--- src/hdl/asb_defines.svh ---
`ifndef ASB_DEFINES_SVH
`define ASB_DEFINES_SVH
// ==========================================================================
// Register map
`define ASB_CSR_OFFSET    12'h002
`define ASB_CFG_OFFSET    12'h004
`define ASB_CFG_RESET     16'h0000
// ==========================================================================
// Configuration word fields
`define ASB_BUFC_HI       15
`define ASB_BUFC_LO       11
`define ASB_ISRC_BIT      10
`define ASB_GAIN_HI       9
`define ASB_GAIN_LO       8
`define ASB_SMODE_HI      7
`define ASB_SMODE_LO      6
`define ASB_GRP_HI        5
`define ASB_GRP_LO        0
`define ASB_CSR_ARMED_BIT 5
`define ASB_CSR_TRIG_BIT  4
`define ASB_SMODE_AUTO    2'h0
`define ASB_SMODE_SINGLE  2'h1
// ==========================================================================
// Buffer size as log2 of words
`define ASB_LOG_16W       4'h4
`define ASB_LOG_32W       4'h5
`define ASB_LOG_64W       4'h6
`define ASB_LOG_128W      4'h7
`define ASB_LOG_256W      4'h8
`define ASB_LOG_512W      4'h9
`define ASB_LOG_1024W     4'ha
// First buffer code of each buffer size
`define ASB_FIRST_16W     5'h00
`define ASB_FIRST_32W     5'h03
`define ASB_FIRST_64W     5'h07
`define ASB_FIRST_128W    5'h0c
`define ASB_FIRST_256W    5'h11
`define ASB_FIRST_512W    5'h16
`define ASB_FIRST_1024W   5'h1b
// Block size as log2 of channels
`define ASB_BLK1          3'h0
`define ASB_BLK8          3'h3
`define ASB_BLK16         3'h4
`define ASB_BLK32         3'h5
`define ASB_BLK64         3'h6
`define ASB_RANK_OFS      3'h2
`endif

--- src/hdl/asb_pkg.sv ---
package asb_pkg;
  typedef enum logic [1:0] {ASB_IDLE, ASB_ARMED, ASB_SCAN} asb_state_e;
  typedef logic [3:0] asb_size_log_t;
  typedef logic [2:0] asb_blk_log_t;
  typedef logic [5:0] asb_chan_t;
  typedef logic [9:0] asb_addr_t;
endpackage : asb_pkg

--- src/hdl/asb_cfg_if.sv ---
`timescale 1ns/1ps
`default_nettype none
interface asb_cfg_if;
  import asb_pkg::*;
  logic [4:0]    bufc;
  asb_chan_t     group;
  asb_size_log_t size_log;
  asb_blk_log_t  blk_log;
  asb_chan_t     base;
  asb_chan_t     chan_mask;
  modport dec  (input bufc, group,
                output size_log, blk_log, base, chan_mask);
  modport user (output bufc, group,
                input size_log, blk_log, base, chan_mask);
endinterface : asb_cfg_if
`default_nettype wire

--- src/hdl/asb_cfg_decode.sv ---
`timescale 1ns/1ps
`default_nettype none
`include "asb_defines.svh"
module asb_cfg_decode
  import asb_pkg::*;
(
  asb_cfg_if.dec cfg
);
  logic [4:0]    first;
  asb_size_log_t sz;
  wire  [2:0]    rank;
  wire  [6:0]    mask_w;
  wire  [5:0]    blk_base;

  // ========================================================================
  // Buffer size from the code range
  always_comb begin
    if (cfg.bufc >= `ASB_FIRST_1024W) begin
      first = `ASB_FIRST_1024W;
      sz    = `ASB_LOG_1024W;
    end else if (cfg.bufc >= `ASB_FIRST_512W) begin
      first = `ASB_FIRST_512W;
      sz    = `ASB_LOG_512W;
    end else if (cfg.bufc >= `ASB_FIRST_256W) begin
      first = `ASB_FIRST_256W;
      sz    = `ASB_LOG_256W;
    end else if (cfg.bufc >= `ASB_FIRST_128W) begin
      first = `ASB_FIRST_128W;
      sz    = `ASB_LOG_128W;
    end else if (cfg.bufc >= `ASB_FIRST_64W) begin
      first = `ASB_FIRST_64W;
      sz    = `ASB_LOG_64W;
    end else if (cfg.bufc >= `ASB_FIRST_32W) begin
      first = `ASB_FIRST_32W;
      sz    = `ASB_LOG_32W;
    end else begin
      first = `ASB_FIRST_16W;
      sz    = `ASB_LOG_16W;
    end
  end

  // ========================================================================
  // Block size: rank 0 is one channel, then 8, 16, 32, 64
  assign rank          = 3'(cfg.bufc - first);
  assign cfg.size_log  = sz;
  assign cfg.blk_log   = (rank == 3'h0) ? `ASB_BLK1
                                        : 3'(rank + `ASB_RANK_OFS);
  assign mask_w        = 7'((7'h01 << cfg.blk_log) - 7'h01);
  assign cfg.chan_mask = mask_w[5:0];
  // Only the group bits that name an aligned block reach the base
  assign blk_base = {cfg.group[2:0], 3'h0};
  assign cfg.base = (cfg.blk_log == `ASB_BLK1) ? cfg.group
                  : (blk_base & ~cfg.chan_mask);
endmodule : asb_cfg_decode
`default_nettype wire

--- src/hdl/asb_scan_config.sv ---
// Operation
// - Scan mode 00 auto, 01 single, 1x random
// - Group field picks block or single channel
// - Single-channel codes fill buffer with one channel
// - Only programmed count of locations updated
// - Block 8: group bits 2:0 pick block
// - Block 16: group bits 2:1, bit 0 ignored
// - Block 32: group bit 2 picks half
// - Block 64: all channels, group ignored
// - 16-word codes 00000, 00001, 00010 decoded
// - 32-word codes 00011 to 00110 decoded
// - 64-word codes 00111 to 01011 decoded
// - 128-word codes 01100 to 10000 decoded
// - Don't-care bits never change scan behaviour
// - Source, gain, scan mode fields fixed positions
// - Random mode converts one channel into location 0
// - Auto re-arms at end; single stops
// - Buffer code held in bits 15 to 11
`timescale 1ns/1ps
`default_nettype none
`include "asb_defines.svh"
module asb_scan_config
  import asb_pkg::*;
(
  input  wire logic        clk_in,
  input  wire logic        reset_n_in,
  input  wire logic        reg_sel_in,
  input  wire logic        reg_wr_in,
  input  wire logic [11:0] reg_addr_in,
  input  wire logic [1:0]  reg_be_in,
  input  wire logic [15:0] reg_wdata_in,
  output var  logic [15:0] reg_rdata_out,
  output var  logic        reg_ack_out,
  input  wire logic        arm_in,
  input  wire logic        trigger_in,
  output var  logic        armed_out,
  output var  logic        triggered_out,
  output var  logic        conv_valid_out,
  output var  asb_chan_t   conv_chan_out,
  output var  asb_addr_t   conv_addr_out,
  output var  logic        scan_done_out,
  output var  logic        irq_source_sel_out,
  output var  logic [1:0]  gain_mode_out
);
  asb_cfg_if     cfg_bus ();
  asb_state_e    state_q, state_d;
  logic [15:0]   cfg_q;
  asb_addr_t     idx_q, size_mask_q;
  asb_chan_t     base_q, chan_mask_q, grp_q;
  asb_blk_log_t  blk_log_q;
  logic [1:0]    smode_q;

  // ========================================================================
  // Register port
  wire        cfg_hit = reg_sel_in && (reg_addr_in == `ASB_CFG_OFFSET);
  wire        csr_hit = reg_sel_in && (reg_addr_in == `ASB_CSR_OFFSET);
  wire        cfg_wr  = cfg_hit && reg_wr_in;
  wire [15:0] cfg_d   = {reg_be_in[1] ? reg_wdata_in[15:8] : cfg_q[15:8],
                         reg_be_in[0] ? reg_wdata_in[7:0]  : cfg_q[7:0]};
  wire [15:0] csr_armed = 16'h0001 << `ASB_CSR_ARMED_BIT;
  wire [15:0] csr_trig  = 16'h0001 << `ASB_CSR_TRIG_BIT;
  wire [15:0] csr_word  = ((state_q == ASB_ARMED) ? csr_armed : 16'h0000)
                        | ((state_q == ASB_SCAN)  ? csr_trig  : 16'h0000);
  wire [15:0] rdata_d  = (cfg_hit && !reg_wr_in) ? cfg_q
                       : (csr_hit && !reg_wr_in) ? csr_word : 16'h0000;

  always_ff @(posedge clk_in or negedge reset_n_in) begin
    if (!reset_n_in) begin
      cfg_q         <= `ASB_CFG_RESET;
      reg_rdata_out <= 16'h0000;
      reg_ack_out   <= 1'b0;
    end else begin
      cfg_q         <= cfg_wr ? cfg_d : cfg_q;
      reg_rdata_out <= rdata_d;
      reg_ack_out   <= reg_sel_in;
    end
  end

  assign irq_source_sel_out = cfg_q[`ASB_ISRC_BIT];
  assign gain_mode_out      = cfg_q[`ASB_GAIN_HI:`ASB_GAIN_LO];

  // ========================================================================
  // Configuration decode
  assign cfg_bus.bufc  = cfg_q[`ASB_BUFC_HI:`ASB_BUFC_LO];
  assign cfg_bus.group = cfg_q[`ASB_GRP_HI:`ASB_GRP_LO];

  asb_cfg_decode u_decode (
    .cfg (cfg_bus.dec)
  );

  wire [10:0] size_mask_w = 11'((11'h001 << cfg_bus.size_log) - 11'h001);

  // ========================================================================
  // Scan sequencer
  wire       is_random = smode_q[1];
  wire       is_auto   = (smode_q == `ASB_SMODE_AUTO);
  wire       fire_rnd  = (state_q == ASB_ARMED) && trigger_in && is_random;
  wire       start     = (state_q == ASB_ARMED) && trigger_in && !is_random;
  wire       scan_end  = (state_q == ASB_SCAN) && (idx_q == size_mask_q);
  wire       arm_now   = ((state_q == ASB_IDLE) && arm_in)
                       || (scan_end && is_auto);
  wire [5:0] scan_chan = base_q | (idx_q[5:0] & chan_mask_q);

  always_comb begin
    state_d = state_q;
    case (state_q)
      ASB_IDLE:  if (arm_in) state_d = ASB_ARMED;
      ASB_ARMED: if (start) state_d = ASB_SCAN;
      ASB_SCAN:  if (scan_end) state_d = is_auto ? ASB_SCAN
                                                 : ASB_ARMED;
      default:   state_d = ASB_IDLE;
    endcase
  end

  always_ff @(posedge clk_in or negedge reset_n_in) begin
    if (!reset_n_in) begin
      state_q     <= ASB_IDLE;
      size_mask_q <= 10'h000;
      chan_mask_q <= 6'h00;
      base_q      <= 6'h00;
      grp_q       <= 6'h00;
      blk_log_q   <= `ASB_BLK1;
      smode_q     <= `ASB_SMODE_AUTO;
    end else begin
      state_q <= state_d;
      if (arm_now) begin
        size_mask_q <= size_mask_w[9:0];
        chan_mask_q <= cfg_bus.chan_mask;
        base_q      <= cfg_bus.base;
        grp_q       <= cfg_bus.group;
        blk_log_q   <= cfg_bus.blk_log;
        smode_q     <= cfg_q[`ASB_SMODE_HI:`ASB_SMODE_LO];
      end
    end
  end

  always_ff @(posedge clk_in or negedge reset_n_in) begin
    if (!reset_n_in) begin
      idx_q          <= 10'h000;
      conv_valid_out <= 1'b0;
      conv_chan_out  <= 6'h00;
      conv_addr_out  <= 10'h000;
      scan_done_out  <= 1'b0;
      armed_out      <= 1'b0;
      triggered_out  <= 1'b0;
    end else begin
      idx_q          <= (state_q == ASB_SCAN && !scan_end) ?
                        10'(idx_q + 10'h001) : 10'h000;
      conv_valid_out <= (state_q == ASB_SCAN) || fire_rnd;
      conv_chan_out  <= fire_rnd ? grp_q : scan_chan;
      conv_addr_out  <= fire_rnd ? 10'h000 : idx_q;
      scan_done_out  <= scan_end || fire_rnd;
      armed_out      <= (state_d == ASB_ARMED);
      triggered_out  <= (state_d == ASB_SCAN);
    end
  end

  wire in_scan = (state_q == ASB_SCAN);
endmodule : asb_scan_config
`default_nettype wire

--- config.mk ---
export PLATFORM = sky130hd
export DESIGN_NAME = asb_scan_config
export DESIGN_NICKNAME = d
export VERILOG_FILES = /design/src/hdl/asb_pkg.sv /design/src/hdl/asb_cfg_if.sv /design/src/hdl/asb_cfg_decode.sv /design/src/hdl/asb_scan_config.sv
export VERILOG_INCLUDE_DIRS = /design/src /design/src/hdl
export SDC_FILE = /design/constraint.sdc
export NUM_CORES = 1
export LEC_CHECK = 0
export ABC_AREA = 1
export BUFFER_PORTS_ARGS = -buffer_cell sky130_fd_sc_hd__buf_4
export CAP_MARGIN = 15
export CORE_MARGIN = 1.5
export CORE_UTILIZATION = 55
export CTS_CLUSTER_DIAMETER = 30
export DETAILED_ROUTE_END_ITERATION = 7
export GPL_TIMING_DRIVEN = 0
export PLACE_DENSITY = 0.79
export SYNTH_ARGS = -nofsm -noshare
export SYNTH_HDL_FRONTEND = slang
export SYNTH_SLANG_ARGS = --single-unit
export TNS_END_PERCENT = 100
--- constraint.sdc ---
create_clock -name clk_in -period 3.9 [get_ports clk_in]
set_clock_uncertainty 0.1 [all_clocks]
set_input_delay 0.585 -clock clk_in [delete_from_list [all_inputs] [get_ports clk_in]]
set_output_delay 0.585 -clock clk_in [all_outputs]
set_load 0.005 [all_outputs]
* Word-level counts from Yosys, hierarchy flattened *
Index checks and enable logic that the tools add are counted.

cells by class
  $add $sub $neg = 5
  magnitude comparators = 6
  eq/ne operators = 7
  shifts and indexed selects = 2
  mux-type cells = 26
  bitwise logic cells = 5
  reductions and logical operators = 24

operators by type and width
  kind                     number
  $mux W6                  4
  $mux W10                 2
  $mux W4                  5
  $mux W3                  6
  $mux W16                 1
  $ge A5 B5 Y1 const B     3
  $and A6 B6 Y6            2
  $eq A12 B2 Y1 const B    1
  $eq A12 B3 Y1 const B    1
  $logic_and A1 B1 Y1      12
  $add A10 B1 Y10 const B  1
  $eq A10 B10 Y1           1
  $mux W2                  5
  $shl A1 B4 Y10 const A   1
  $sub A10 B1 Y10 const B  1
  $logic_not A3 Y1         2
  $not A6 Y6               1
  $or A6 B5 Y6             1
  $or A6 B6 Y6             1
  $pmux W2 S3              1
  $shl A1 B3 Y6 const A    1
  $sub A6 B1 Y6 const B    1
  $ge A5 B2 Y1 const B     1
  $ge A5 B3 Y1 const B     1
  11 further kinds         19

storage, ports and cells
  flip-flop bits (word level) = 95
  output and inout bits = 40
  word-level logic and storage cells = 92

* Depth between registers and ports, before layout *
Gate-level depths: netlist of run 1.

  depth after elaboration = 15
  mapped depth = 22
  depth with buffers taken out = 22

* Hierarchy *
Synthesis of run 1 repeated with hierarchy kept, for this count alone.

unflattened totals
  cell total of the unflattened synthesis = 552
  area, all modules = 4514.3 sq um

modules (own cells, without submodules)
  module           instances  cells each  area an instance (sq um)  seq. area each (sq um)
  asb_scan_config  1          482         4107.7                    2377.3
  asb_cfg_decode   1          70          406.6                     0.0

* Least setup slack after synthesis of run 1 *
OpenSTA, ideal clock, no wires.

  kind = flip-flop to flip-flop
  from = register cfg_q[15]
  to = register base_q[4]
  arrival = 2.485 ns
  path slack = 1.198 ns
  cell stages (with the launch flop) = 21
  period minus slack after synthesis = 2.702 ns
  cells stage by stage = dfrtp_1 -> nor2_1 -> nand2_1 -> inv_1 -> nand2_1 -> nand2_1 -> a21oi_1 -> a21oi_1 -> nand2_1 -> nand2_1 -> nand2_1 -> ha_1 -> fa_1 -> xnor2_1 -> inv_1 -> nand2_2 -> nand3_1 -> nand2_4 -> nand3_1 -> nand3_1 -> nand2_1

between the ends
  longest elaborated chain between the ends = 15
  elaborated cells on any way between the ends = 22
  classes of those cells = add/sub: 3; order compare: 6; shift: 1; mux: 8; bitwise: 2; reduce/logical: 2

ends and longest elaborated chain
  item                                                         line                    RTL
  from (decl)                                                  asb_scan_config.sv:47   logic [15:0] cfg_q;
  from (signal assigned)                                       asb_scan_config.sv:69   cfg_q <= `ASB_CFG_RESET;
  from (signal assigned)                                       asb_scan_config.sv:73   cfg_q <= cfg_wr ? cfg_d : cfg_q;
  $ge A5 B2 Y1 (no line)                                       n/a
  $mux W2                                                      asb_cfg_decode.sv:33    end else if (cfg.bufc >= `ASB_FIRST_32W) begin
  $mux W3                                                      asb_cfg_decode.sv:30    end else if (cfg.bufc >= `ASB_FIRST_64W) begin
  $mux W3                                                      asb_cfg_decode.sv:27    end else if (cfg.bufc >= `ASB_FIRST_128W) begin
  $mux W3                                                      asb_cfg_decode.sv:24    end else if (cfg.bufc >= `ASB_FIRST_256W) begin
  $mux W3                                                      asb_cfg_decode.sv:21    end else if (cfg.bufc >= `ASB_FIRST_512W) begin
  $mux W3 (*)                                                  asb_cfg_decode.sv:18    if (cfg.bufc >= `ASB_FIRST_1024W) begin
  $sub A3 B3 Y3 (*)                                            asb_cfg_decode.sv:44    assign rank = 3'(cfg.bufc - first);
  $add A3 B2 Y3 (no line) or $logic_not A3 Y1 (tied branches)  n/a
  $mux W3 (*)                                                  asb_cfg_decode.sv:46    assign cfg.blk_log = (rank == 3'h0) ? `ASB_BLK1
  $shl A1 B3 Y6                                                asb_cfg_decode.sv:48    assign mask_w = 7'((7'h01 << cfg.blk_log) - 7'h01);
  $sub A6 B1 Y6                                                asb_cfg_decode.sv:48
  $not A6 Y6                                                   asb_cfg_decode.sv:53    : (blk_base & ~cfg.chan_mask);
  $and A6 B6 Y6                                                asb_cfg_decode.sv:53
  $mux W6 (*)                                                  asb_cfg_decode.sv:52    assign cfg.base = (cfg.blk_log == `ASB_BLK1) ? cfg.group
  to (signal assigned)                                         asb_scan_config.sv:129  base_q <= cfg_bus.base;
  to (decl)                                                    asb_scan_config.sv:49   asb_chan_t base_q, chan_mask_q, grp_q;

Mark *: on every way between the ends. The rest lies on a longest branch, timed or not.
A chain may end at the register's enable or synchronous reset.

* Worst setup path in the final report of run 1 *
Ends and elaborated chain as after synthesis.

==> results of run 1 <==
flip-flops by register name, indices dropped and copies added (netlist names), 2 cells and up:
| name | cells |
|---|---|
| size_mask_q | 10 |
| conv_addr_out | 10 |
| chan_mask_q | 6 |
| reg_rdata_out | 16 |
| conv_chan_out | 6 |
| base_q | 6 |
| grp_q | 6 |
| state_q | 2 |
| cfg_q | 16 |
| smode_q | 2 |
| idx_q | 10 |
area by class of cell:
class / count / area [um^2] / share of cell area [%]
well taps: 99 / 124 / 2.42
multi-input cells: 279 / 1400 / 27.3
clock inverters: 6 / 67.6 / 1.32
repair buffers: 77 / 601 / 11.8
clock buffers: 10 / 128 / 2.50
plain buffers: 12 / 81.3 / 1.59
inverters: 90 / 338 / 6.61
flip-flops and latches: 95 / 2380 / 46.5
per-stage QoR:
stage / hold WS (ns) / power, W / cell area (um^2) / util (%) / setup slack [ns]
after detailed placement: 0.367 / 0.00172 / 4880 / 66.9 / 0.852
final: 0.249 / 0.00236 / 5110 / 70.1 / 0.846
after floorplan: 0.189 / 0.00151 / 4190 / - / 1.20
after global routing: 0.231 / 0.00250 / 5110 / 70.1 / 0.503
after global placement: 0.360 / 0.00170 / 4880 / 66.9 / 0.958
after CTS: 0.237 / 0.00236 / 5070 / 69.6 / 0.817
logic make-up after synthesis:
group | count (synthesis)
and+or+nand+nor | 199
buffers and inverters | 102
adders and majority gates | 4
xor gates and xnor gates | 7
other | 1
DFF | 95
AOI/OAI and AO/OA | 67
layout by cell type, fill, tap and decap left out, types with 5 or more instances in the layout:
cell / count
nand2_2: 6
inv_2: 11
buf_4: 80
nand4_1: 7
inv_1: 79
nand2_1: 108
xnor2_1: 6
nor2_1: 39
nor3b_1: 5
o21ai_1: 30
o21ai_0: 13
nand3_1: 20
a21oi_1: 12
dfrtp_1: 95
clkbuf_8: 9
worst max-delay path by stage:
| stage | slack, ns | from | to |
|---|---|---|---|
| final | 0.85 | cfg_q[15]$_DFFE_PN0P_ | base_q[4]$_DFFE_PN0P_ |
| after CTS | 0.82 | cfg_q[15]$_DFFE_PN0P_ | base_q[4]$_DFFE_PN0P_ |
| after detailed placement | 0.85 | cfg_q[15]$_DFFE_PN0P_ | chan_mask_q[2]$_DFFE_PN0P_ |
| after floorplan | 1.20 | cfg_q[15]$_DFFE_PN0P_ | base_q[4]$_DFFE_PN0P_ |
| after global routing | 0.50 | cfg_q[15]$_DFFE_PN0P_ | base_q[4]$_DFFE_PN0P_ |
| after global placement | 0.96 | cfg_q[15]$_DFFE_PN0P_ | chan_mask_q[2]$_DFFE_PN0P_ |
per-layer routing:
layer  share of wire, %  up-vias
li1                   -     1651
met4                1.2        0
met1                 43     1517
met2                 49      109
met3                6.4       10
met5                  0        -
power groups by stage:
stage / registers, W / clock network, W / logic, W
finish: 0.00121 / 0.000650 / 0.000506
global route: 0.00122 / 0.000705 / 0.000572
CTS: 0.00120 / 0.000658 / 0.000499
detailed placement: 0.00122 / 0 / 0.000495
global placement: 0.00122 / 0 / 0.000481
floorplan: 0.00121 / 0 / 0.000303
==> results.json, run 1 <==
{
  "synth-edff-count": 0,
  "path_max_fanout": 7,
  "synth_fa_ha_area_share_pct": 1.37,
  "grt_pass1_wl_um": 13800,
  "synth_xor_area_share_pct": 1.46,
  "finalHoldViolCount": 0,
  "crit_family": "simple AND/OR/NAND/NOR gates",
  "cap_viol_max_count": 0,
  "p_sw_share_pct": 30.7,
  "r2r_start": "cfg_q[15]$_DFFE_PN0P_",
  "use_met1_pct": 28.1,
  "grt_usage_pct": 21.3,
  "endpoint_kind": "flop",
  "synth_compound_area_share_pct": 8.93,
  "antenna_found_initial": 0,
  "reg2reg_depth": 21,
  "dp_hpwl_um": 6130,
  "cpPeakStageDelay_ns": 0.47,
  "cp.required_ns": 4.09,
  "holdPathEnd": "reg_ack_out$_DFF_PN0_",
  "clock_path_buffers": 2,
  "finalCritPeriodShare_pct": 78.3,
  "run_status": "finished, final reports clean",
  "yosys.area_share.simple_pct": 21.4,
  "fill_cells": 582,
  "ant_nets": 0,
  "setup_tns_ns": 0,
  "worstHoldPathCells": 1,
  "synth_top_area_cell": "dfrtp_1",
  "worstHoldPathType": "in2reg",
  "r2r_setup_slack_ns": 0.85,
  "synth_area_leaders": "dfrtp_1 57%, nand2_1 9.7%, inv_1 7.1%",
  "yosysSeqAreaShare_pct": 56.8,
  "p_per_area_mw_per_mm2": 462,
  "vdd_ir_drop_max_v": 0.000263,
  "use_met2_pct": 34.0,
  "vias_per_cell": 4.92,
  "syn_avg_cell_area_um2": 8.82,
  "cp_cell_sequence": "nor2_1 > nand2_1 > inv_1 > nand2_1 > nand2_1 > a21oi_1 > a21oi_1 > nand2_1 > nand2_1 > nand2_1 > ha_1 > fa_1 > xnor2_1 > inv_1 > nand2_2 > nand2_2 > nand2_1 > nand2_1 > nor2_1 > nand3_1 > nand2_1",
  "worstSkewPairLatency_ns": 0.36,
  "synthTopCellsByCount": "108 x nand2_1, 95 x dfrtp_1, 79 x inv_1",
  "async_flop_share_pct": 100,
  "muxShareOfSynthArea_pct": 0,
  "ys.flop_type": "dfrtp_1",
  "hold_buffers": 0,
  "routed_wl_um": 8510,
  "cts_tree": "built",
  "worstSetupPathType": "reg2reg",
  "synth_cell_type_count": 32,
  "n_antenna_cell": 0,
  "final_cells": 668,
  "clockPowerShare_pct": 27.5,
  "syn_to_final_growth_pct": 22.0,
  "p_seq_share_pct": 51.1,
  "syn_inst": 475,
  "ys_warn_count": 0,
  "clkTransAtPathRegs_ns": 0.09,
  "routedWlPerCell_um": 12.7,
  "min_period_ns": 3.05,
  "clock.fmax_mhz": 327,
  "path_buf_inv": 2,
  "synth_top_family_by_area": "simple AND/OR/NAND/NOR gates",
  "io_buffers": 75,
  "worstHoldStart": "reg_sel_in",
  "layout.nets": 604,
  "placedCellCount": 650,
  "arrival_ns": 3.25,
  "top_usage_layer": "met2",
  "synth_top_area_share_pct": 56.8,
  "design.die.area_mm2": 0.00815,
  "top_level_ports": 76,
  "die_width_um": 90.3,
  "drt_first_pass_iters": 4,
  "post_cts.repair.setup_buffers": 0,
  "worst-path-stages": 21,
  "cts_root_buffer": "clkbuf_8",
  "cts.sinks": 95,
  "overflow": 0,
  "routabilityCongestion": 0.844,
  "power.internal_w": 0.00164,
  "vias": 3287,
  "syn_area_mm2": 0.00419,
  "drive_gt1_share_pct": 22.8,
  "grt_max_degree": 96,
  "start_kind": "flop",
  "cts-htree-levels": 3,
  "coreArea_mm2": 0.00729,
  "post_cts_resized": 0,
  "drt-initial-drc-count": 153,
  "finalSetupViolCount": 0,
  "p_leak_nw": 2.71,
  "numCtsBuffers": 9,
  "rows": 31,
  "crit_top_cell": "nand2_1",
  "use_met3_pct": 4.88,
  "ys_ff_latch": 95,
  "route.detailed.drc": 0,
  "synth.most_common_cell": "nand2_1",
  "p_comb_share_pct": 21.4,
  "p_switching_w": 0.000726,
  "start_util_pct": 57.4,
  "slowest_stage": "dfrtp_1",
  "die_h_um": 90.3,
  "drv_slew": 0,
  "grt_pass1_vias": 3041,
  "reg2reg_to": "base_q[4]$_DFFE_PN0P_",
  "rsz0062_at_grt": "no"
}
(Power assumes the default switching activity.)
==> inputs of run 2 (changes only) <==
==> constraint.sdc (replaced) <==
create_clock -name clk_in -period 3.05 [get_ports clk_in]
set_clock_uncertainty 0.1 [all_clocks]
set_input_delay 0.4575 -clock clk_in [delete_from_list [all_inputs] [get_ports clk_in]]
set_output_delay 0.4575 -clock clk_in [all_outputs]
set_load 0.005 [all_outputs]
==> results.json, run 2 (synthesized netlist as in run 1, its figures left out) <==
{
  "worstSkewPairLatency_ns": 0.36,
  "layout.nets": 611,
  "clock_path_buffers": 2,
  "clkTransAtPathRegs_ns": 0.09,
  "syn_to_final_growth_pct": 24.3,
  "cap_viol_max_count": 0,
  "placedCellCount": 650,
  "route.detailed.drc": 0,
  "power.internal_w": 0.00209,
  "fin_util_pct": 71.4,
  "die_width_um": 90.3,
  "fill_cells": 576,
  "p_leak_nw": 2.74,
  "endpoint_kind": "flop",
  "path_max_fanout": 6,
  "routed_wl_um": 8620,
  "cts.sinks": 95,
  "vias": 3330,
  "clockPowerShare_pct": 27.5,
  "worstHoldPathType": "in2reg",
  "io_buffers": 75,
  "run_status": "finished, final reports clean",
  "worstSetupPathType": "reg2reg",
  "clock.fmax_mhz": 351,
  "n_antenna_cell": 0,
  "p_comb_share_pct": 21.4,
  "drv_slew": 0,
  "cts-htree-levels": 3,
  "grt_max_degree": 96,
  "dp_hpwl_um": 6130,
  "p_sw_share_pct": 30.7,
  "grt_pass1_vias": 3042,
  "antenna_found_initial": 0,
  "mostFrequentLayoutCells": "107 x nand2_1, 92 x dfrtp_1, 87 x buf_4",
  "finalCritPeriodShare_pct": 93.3,
  "drt_first_pass_iters": 4,
  "vias_per_cell": 4.93,
  "rows": 31,
  "numCtsBuffers": 9,
  "start_util_pct": 57.4,
  "grt_usage_pct": 21.3,
  "arrival_ns": 2.99,
  "p_per_area_mw_per_mm2": 580,
  "p_switching_w": 0.000925,
  "ant_nets": 0,
  "overflow": 0,
  "drive_gt1_share_pct": 25.7,
  "drt-initial-drc-count": 195,
  "vdd_ir_drop_max_v": 0.000333,
  "final_cells": 675,
  "finalHoldViolCount": 0,
  "coreArea_mm2": 0.00729,
  "design.die.area_mm2": 0.00815,
  "start_kind": "flop",
  "die_h_um": 90.3,
  "cts_tree": "built",
  "grt_pass1_wl_um": 13800,
  "timing.hold.ws_ns": 0.124,
  "reg_top3": "cfg_q: 16 flops, reg_rdata_out: 16 flops",
  "top_level_ports": 76,
  "routedWlPerCell_um": 12.8,
  "cts_root_buffer": "clkbuf_8",
  "min_period_ns": 2.85,
  "finalSetupViolCount": 0,
  "p_seq_share_pct": 51.1,
  "routabilityCongestion": 0.844,
  "cp.required_ns": 3.19,
  "layout_commonest_cell": "nand2_1"
}
run 2: worst paths after layout:
check                                      startpoint                     to  slack (ns)  depth (start not counted)
worst min-delay path                       reg_sel_in  reg_ack_out$_DFF_PN0_        0.12                          1
max in group asynchronous                  reset_n_in  cfg_q[14]$_DFFE_PN0P_        1.79                          3
worst max-delay path            cfg_q[14]$_DFFE_PN0P_  base_q[4]$_DFFE_PN0P_        0.20                         22
worst min register to register  base_q[3]$_DFFE_PN0P_  base_q[3]$_DFFE_PN0P_        0.39                          2
worst max register to register  cfg_q[14]$_DFFE_PN0P_  base_q[4]$_DFFE_PN0P_        0.20                         22
min in group asynchronous                  reset_n_in     idx_q[2]$_DFF_PN0_        0.40                          2
run 2: final cells by class:
| cell class | count | area (um^2) | share of cell area (%) |
|---|---|---|---|
| flip-flops and latches | 95 | 2380 | 45.7 |
| multi-input cells | 279 | 1430 | 27.5 |
| repair buffers | 84 | 653 | 12.5 |
| inverters | 90 | 338 | 6.49 |
| clock buffers | 10 | 128 | 2.45 |
| well taps | 99 | 124 | 2.38 |
| plain buffers | 12 | 81.3 | 1.56 |
| clock inverters | 6 | 67.6 | 1.30 |
run 2: repair_timing:
action | 4_1_cts | 5_1_grt
cloned | 0 | 0
buffers inserted | 0 | 7
hold endpoints to repair | 0 | 17
resized for setup | 1 | 12
hold buffers | 0 | 1
pin swaps | 0 | 8
setup endpoints to repair | 3 | 12
run 2: power groups by stage:
stage | logic [W] | clock network [W] | registers (W)
after global placement | 0.000615 | 0 | 0.00156
after floorplan | 0.000387 | 0 | 0.00155
after CTS | 0.000638 | 0.000841 | 0.00154
after global routing | 0.000732 | 0.000901 | 0.00156
after detailed placement | 0.000634 | 0 | 0.00156
final | 0.000646 | 0.000830 | 0.00154
run 2: per-stage QoR:
step	total power (W)	worst slack, ns	area (um^2)	setup TNS [ns]
after global placement	0.00217	0.108	4880	0
after global routing	0.00319	-0.0349	5200	-0.0441
after floorplan	0.00194	0.348	4190	0
after CTS	0.00302	0.00963	5080	0
after detailed placement	0.00220	0.00189	4880	0
final	0.00302	0.204	5200	0
run 2: routing by layer:
| layer | GRT usage [%] | vias to the layer above | share of wire [%] |
|---|---|---|---|
| met4 | 8.86 | 0 | 2.1 |
| met5 | 0 | - | 0 |
| met3 | 5.13 | 17 | 6.8 |
| met2 | 34.0 | 109 | 48 |
| met1 | 28.0 | 1536 | 43 |
| li1 | - | 1668 | - |
run 2: critical path, stage by stage (launching register included):
cell and delay [ns]:
dfrtp_2 0.46, nor2_4 0.12, nand2_2 0.08, inv_2 0.07, nand2_1 0.05, nand2_1 0.07, a21oi_2 0.07, a21oi_2 0.13
nand2_1 0.07, nand2_1 0.06, nand2_1 0.05, ha_2 0.18, fa_2 0.38, xnor2_2 0.20, inv_1 0.07, nand2_2 0.08
nand2_2 0.06, nand2_2 0.07, nand2_4 0.08, nand2_4 0.10, nand2_1 0.07, nand3_1 0.07, nand2_1 0.05
==> inputs of run 3 (changes only) <==
--- a/config.mk
+++ b/config.mk
@@ -6,7 +6,6 @@
 export SDC_FILE = /design/constraint.sdc
 export NUM_CORES = 1
 export LEC_CHECK = 0
-export ABC_AREA = 1
 export BUFFER_PORTS_ARGS = -buffer_cell sky130_fd_sc_hd__buf_4
 export CAP_MARGIN = 15
 export CORE_MARGIN = 1.5
==> constraint.sdc (replaced) <==
create_clock -name clk_in -period 3.05 [get_ports clk_in]
set_clock_uncertainty 0.1 [all_clocks]
set_input_delay 0.4575 -clock clk_in [delete_from_list [all_inputs] [get_ports clk_in]]
set_output_delay 0.4575 -clock clk_in [all_outputs]
set_load 0.05 [all_outputs]
==> results.json, run 3 <==
{
  "timing.hold.ws_ns": -0.0336,
  "highest_layer": "met4",
  "cts_root_buffer": "clkbuf_8",
  "p_leak_nw": 2.67,
  "cpPeakStageDelay_ns": 0.40,
  "grt_usage_pct": 23.0,
  "setup_tns_ns": 0,
  "ys_ff_latch": 95,
  "start_util_pct": 57.6,
  "violations": "hold timing",
  "wl_met2_um": 4650,
  "ant_nets": 0,
  "run_status": "finished, violations left",
  "wl_met3_um": 515,
  "vdd_ir_drop_max_v": 0.000274,
  "syn_area_mm2": 0.00425,
  "muxShareOfSynthArea_pct": 7.34,
  "design.die.area_mm2": 0.00826,
  "synth_top_area_cell": "dfrtp_1",
  "synth.most_common_cell": "dfrtp_1",
  "finalHoldViolCount": 41,
  "post-route-cell-area_mm2": 0.00536,
  "layout_commonest_cell": "dfrtp_1",
  "drt-met1-wl_um": 3890,
  "io_buffers": 75,
  "path_buf_inv": 4,
  "cts.sinks": 95,
  "vias_per_cell": 5.47,
  "cp.required_ns": 3.20,
  "synth_cell_type_count": 56,
  "routed_wl_um": 9150,
  "antenna_found_initial": 0,
  "fill_cells": 545,
  "syn_inst": 370,
  "layout_setup_ws_ns": 0.0201,
  "clkTransAtPathRegs_ns": 0.10,
  "drt_first_pass_iters": 4,
  "async_flop_share_pct": 100,
  "p_comb_share_pct": 19.7,
  "p_per_area_mw_per_mm2": 505,
  "clock_path_buffers": 2,
  "routabilityCongestion": 0.860,
  "ys_warn_count": 0,
  "worstSkewPairLatency_ns": 0.36,
  "drt-initial-drc-count": 155,
  "cts-htree-levels": 3,
  "synthTopCellsByCount": "95 x dfrtp_1, 27 x nor2_1, 26 x and2_1",
  "die_width_um": 90.9,
  "synth_compound_area_share_pct": 11.7,
  "power.internal_w": 0.00184,
  "synth_xor_area_share_pct": 4.51,
  "synth_top_area_share_pct": 56.0,
  "n_antenna_cell": 0,
  "dp_slack_ns": -0.384,
  "crit_family": "compound AO/OA/AOI/OAI gates",
  "finalPower_w": 0.00271,
  "numCtsBuffers": 9,
  "ys.flop_type": "dfrtp_1",
  "max-slew-margin-rel_pct": 63.9,
  "finalSetupViolCount": 0,
  "grt_pass1_wl_um": 15000,
  "place_area_mm2": 0.00495,
  "dp_hpwl_um": 6440,
  "rows": 31,
  "grt_max_degree": 96,
  "yosysSeqAreaShare_pct": 56.0,
  "arrival_ns": 3.18,
  "cts_tree": "built",
  "synth_area_leaders": "dfrtp_1 56%, mux2_2 5.0%, and2_1 3.8%",
  "cp_cell_sequence": "buf_6 > buf_4 > o311ai_1 > o21ai_1 > o21ai_1 > ha_2 > fa_2 > inv_2 > a2111oi_4 > a211oi_4 > buf_4 > xor2_4 > o41ai_2",
  "reg_top3": "cfg_q: 16 flops, reg_rdata_out: 16 flops",
  "cap_viol_max_count": 0,
  "r2r_start": "cfg_q[13]$_DFFE_PN0P_",
  "endpoint_kind": "flop",
  "drv_slew": 0,
  "route.detailed.drc": 0,
  "die_h_um": 90.9,
  "overflow": 0,
  "start_kind": "flop",
  "routedWlPerCell_um": 15.9,
  "clock.fmax_mhz": 330,
  "clockPowerShare_pct": 28.0,
  "grt_pass1_vias": 3164,
  "path_max_fanout": 6,
  "slowest_stage": "dfrtp_1",
  "min_period_ns": 3.03,
  "synth_fa_ha_area_share_pct": 1.36,
  "worstHoldPathType": "in2async",
  "yosys.area_share.simple_pct": 16.1,
  "worstSetupPathType": "reg2reg",
  "rsz0062_at_grt": "yes",
  "synth_top_family_by_area": "simple AND/OR/NAND/NOR gates",
  "coreArea_mm2": 0.00737,
  "p_sw_share_pct": 32.1,
  "drive_gt1_share_pct": 32.6,
  "cp-startpoint": "cfg_q[13]$_DFFE_PN0P_",
  "p_switching_w": 0.000870,
  "syn_to_final_growth_pct": 26.2,
  "vias": 3140,
  "mostFrequentLayoutCells": "94 x dfrtp_1, 92 x buf_4, 27 x nor2_1",
  "finalCritPeriodShare_pct": 99.3,
  "hold_buffers": 0,
  "p_seq_share_pct": 52.3,
  "syn_avg_cell_area_um2": 11.5,
  "top_level_ports": 76,
  "tightest_slew_ns": 0.541,
  "layout.nets": 510,
  "synth-edff-count": 0,
  "fin_util_pct": 72.7
}
-- run 3: cell types whose count changed after synthesis, sizes merged, moves of 15 or more --
cell   change
nand2     -98
xor2      +15
inv       -82
and2      +26
mux2      +25
o21ai     -32
-- run 3: worst paths after layout --
kind / endpoint / cells after the start / slack, ns
min reg2reg: size_mask_q[0]$_DFFE_PN0P_ / 1 / 0.40
max reg2reg: base_q[2]$_DFFE_PN0P_ / 13 / 0.02
min: conv_valid_out$_DFF_PN0_ / 1 / -0.03
min in group clk_in: reg_ack_out$_DFF_PN0_ / 1 / 0.11
max: base_q[2]$_DFFE_PN0P_ / 13 / 0.02
max in group asynchronous: cfg_q[12]$_DFFE_PN0P_ / 2 / 2.22
-- run 3: kinds of logic after synthesis --
logic type	after synthesis
and+or+nand+nor	129
AOI/OAI and AO/OA	64
xor gates and xnor gates	21
DFF	95
other	1
muxes	28
buffers and inverters	28
adders and majority gates	4
-- run 3: through the flow --
stage	cells	hold WS, ns
global placement	545	0.376
floorplan	371	0.0619
global route	574	0.00702
CTS	563	0.102
detailed placement	545	0.378
finish	574	-0.0336
-- run 3: final cells by class --
| class | count | area (um^2) | area share [%] |
|---|---|---|---|
| clock buffers | 9 | 124 | 2.31 |
| clock inverters | 7 | 53.8 | 1.00 |
| flip-flops and latches | 95 | 2380 | 44.4 |
| multi-input cells | 248 | 1810 | 33.9 |
| repair buffers | 88 | 698 | 13.0 |
| well taps | 99 | 124 | 2.31 |
| plain buffers | 20 | 135 | 2.52 |
| inverters | 8 | 30.0 | 0.560 |
-- run 3: metal layers --
metal | global-route usage (%) | vias up
li1 | - | 1497
met2 | 38.9 | 89
met1 | 29.1 | 1544
met3 | 5.72 | 10
met5 | 0 | -
met4 | 7.29 | 0
-- run 3: repair_timing --
| item | 4_1_cts | 5_1_grt |
|---|---|---|
| pin swaps | 2 | 10 |
| buffers inserted | 2 | 9 |
| gates cloned | 0 | 1 |
| gates resized for setup | 12 | 17 |
| endpoints found under the setup margin | 12 | 12 |
-- run 3: power by group through the flow --
stage / Combinational, W / Sequential, W / Clock (W)
after global placement: 0.000511 / 0.00143 / 0
after floorplan: 0.000238 / 0.00153 / 0
after detailed placement: 0.000523 / 0.00144 / 0
after CTS: 0.000526 / 0.00142 / 0.000776
after global routing: 0.000579 / 0.00143 / 0.000827
final: 0.000533 / 0.00142 / 0.000759
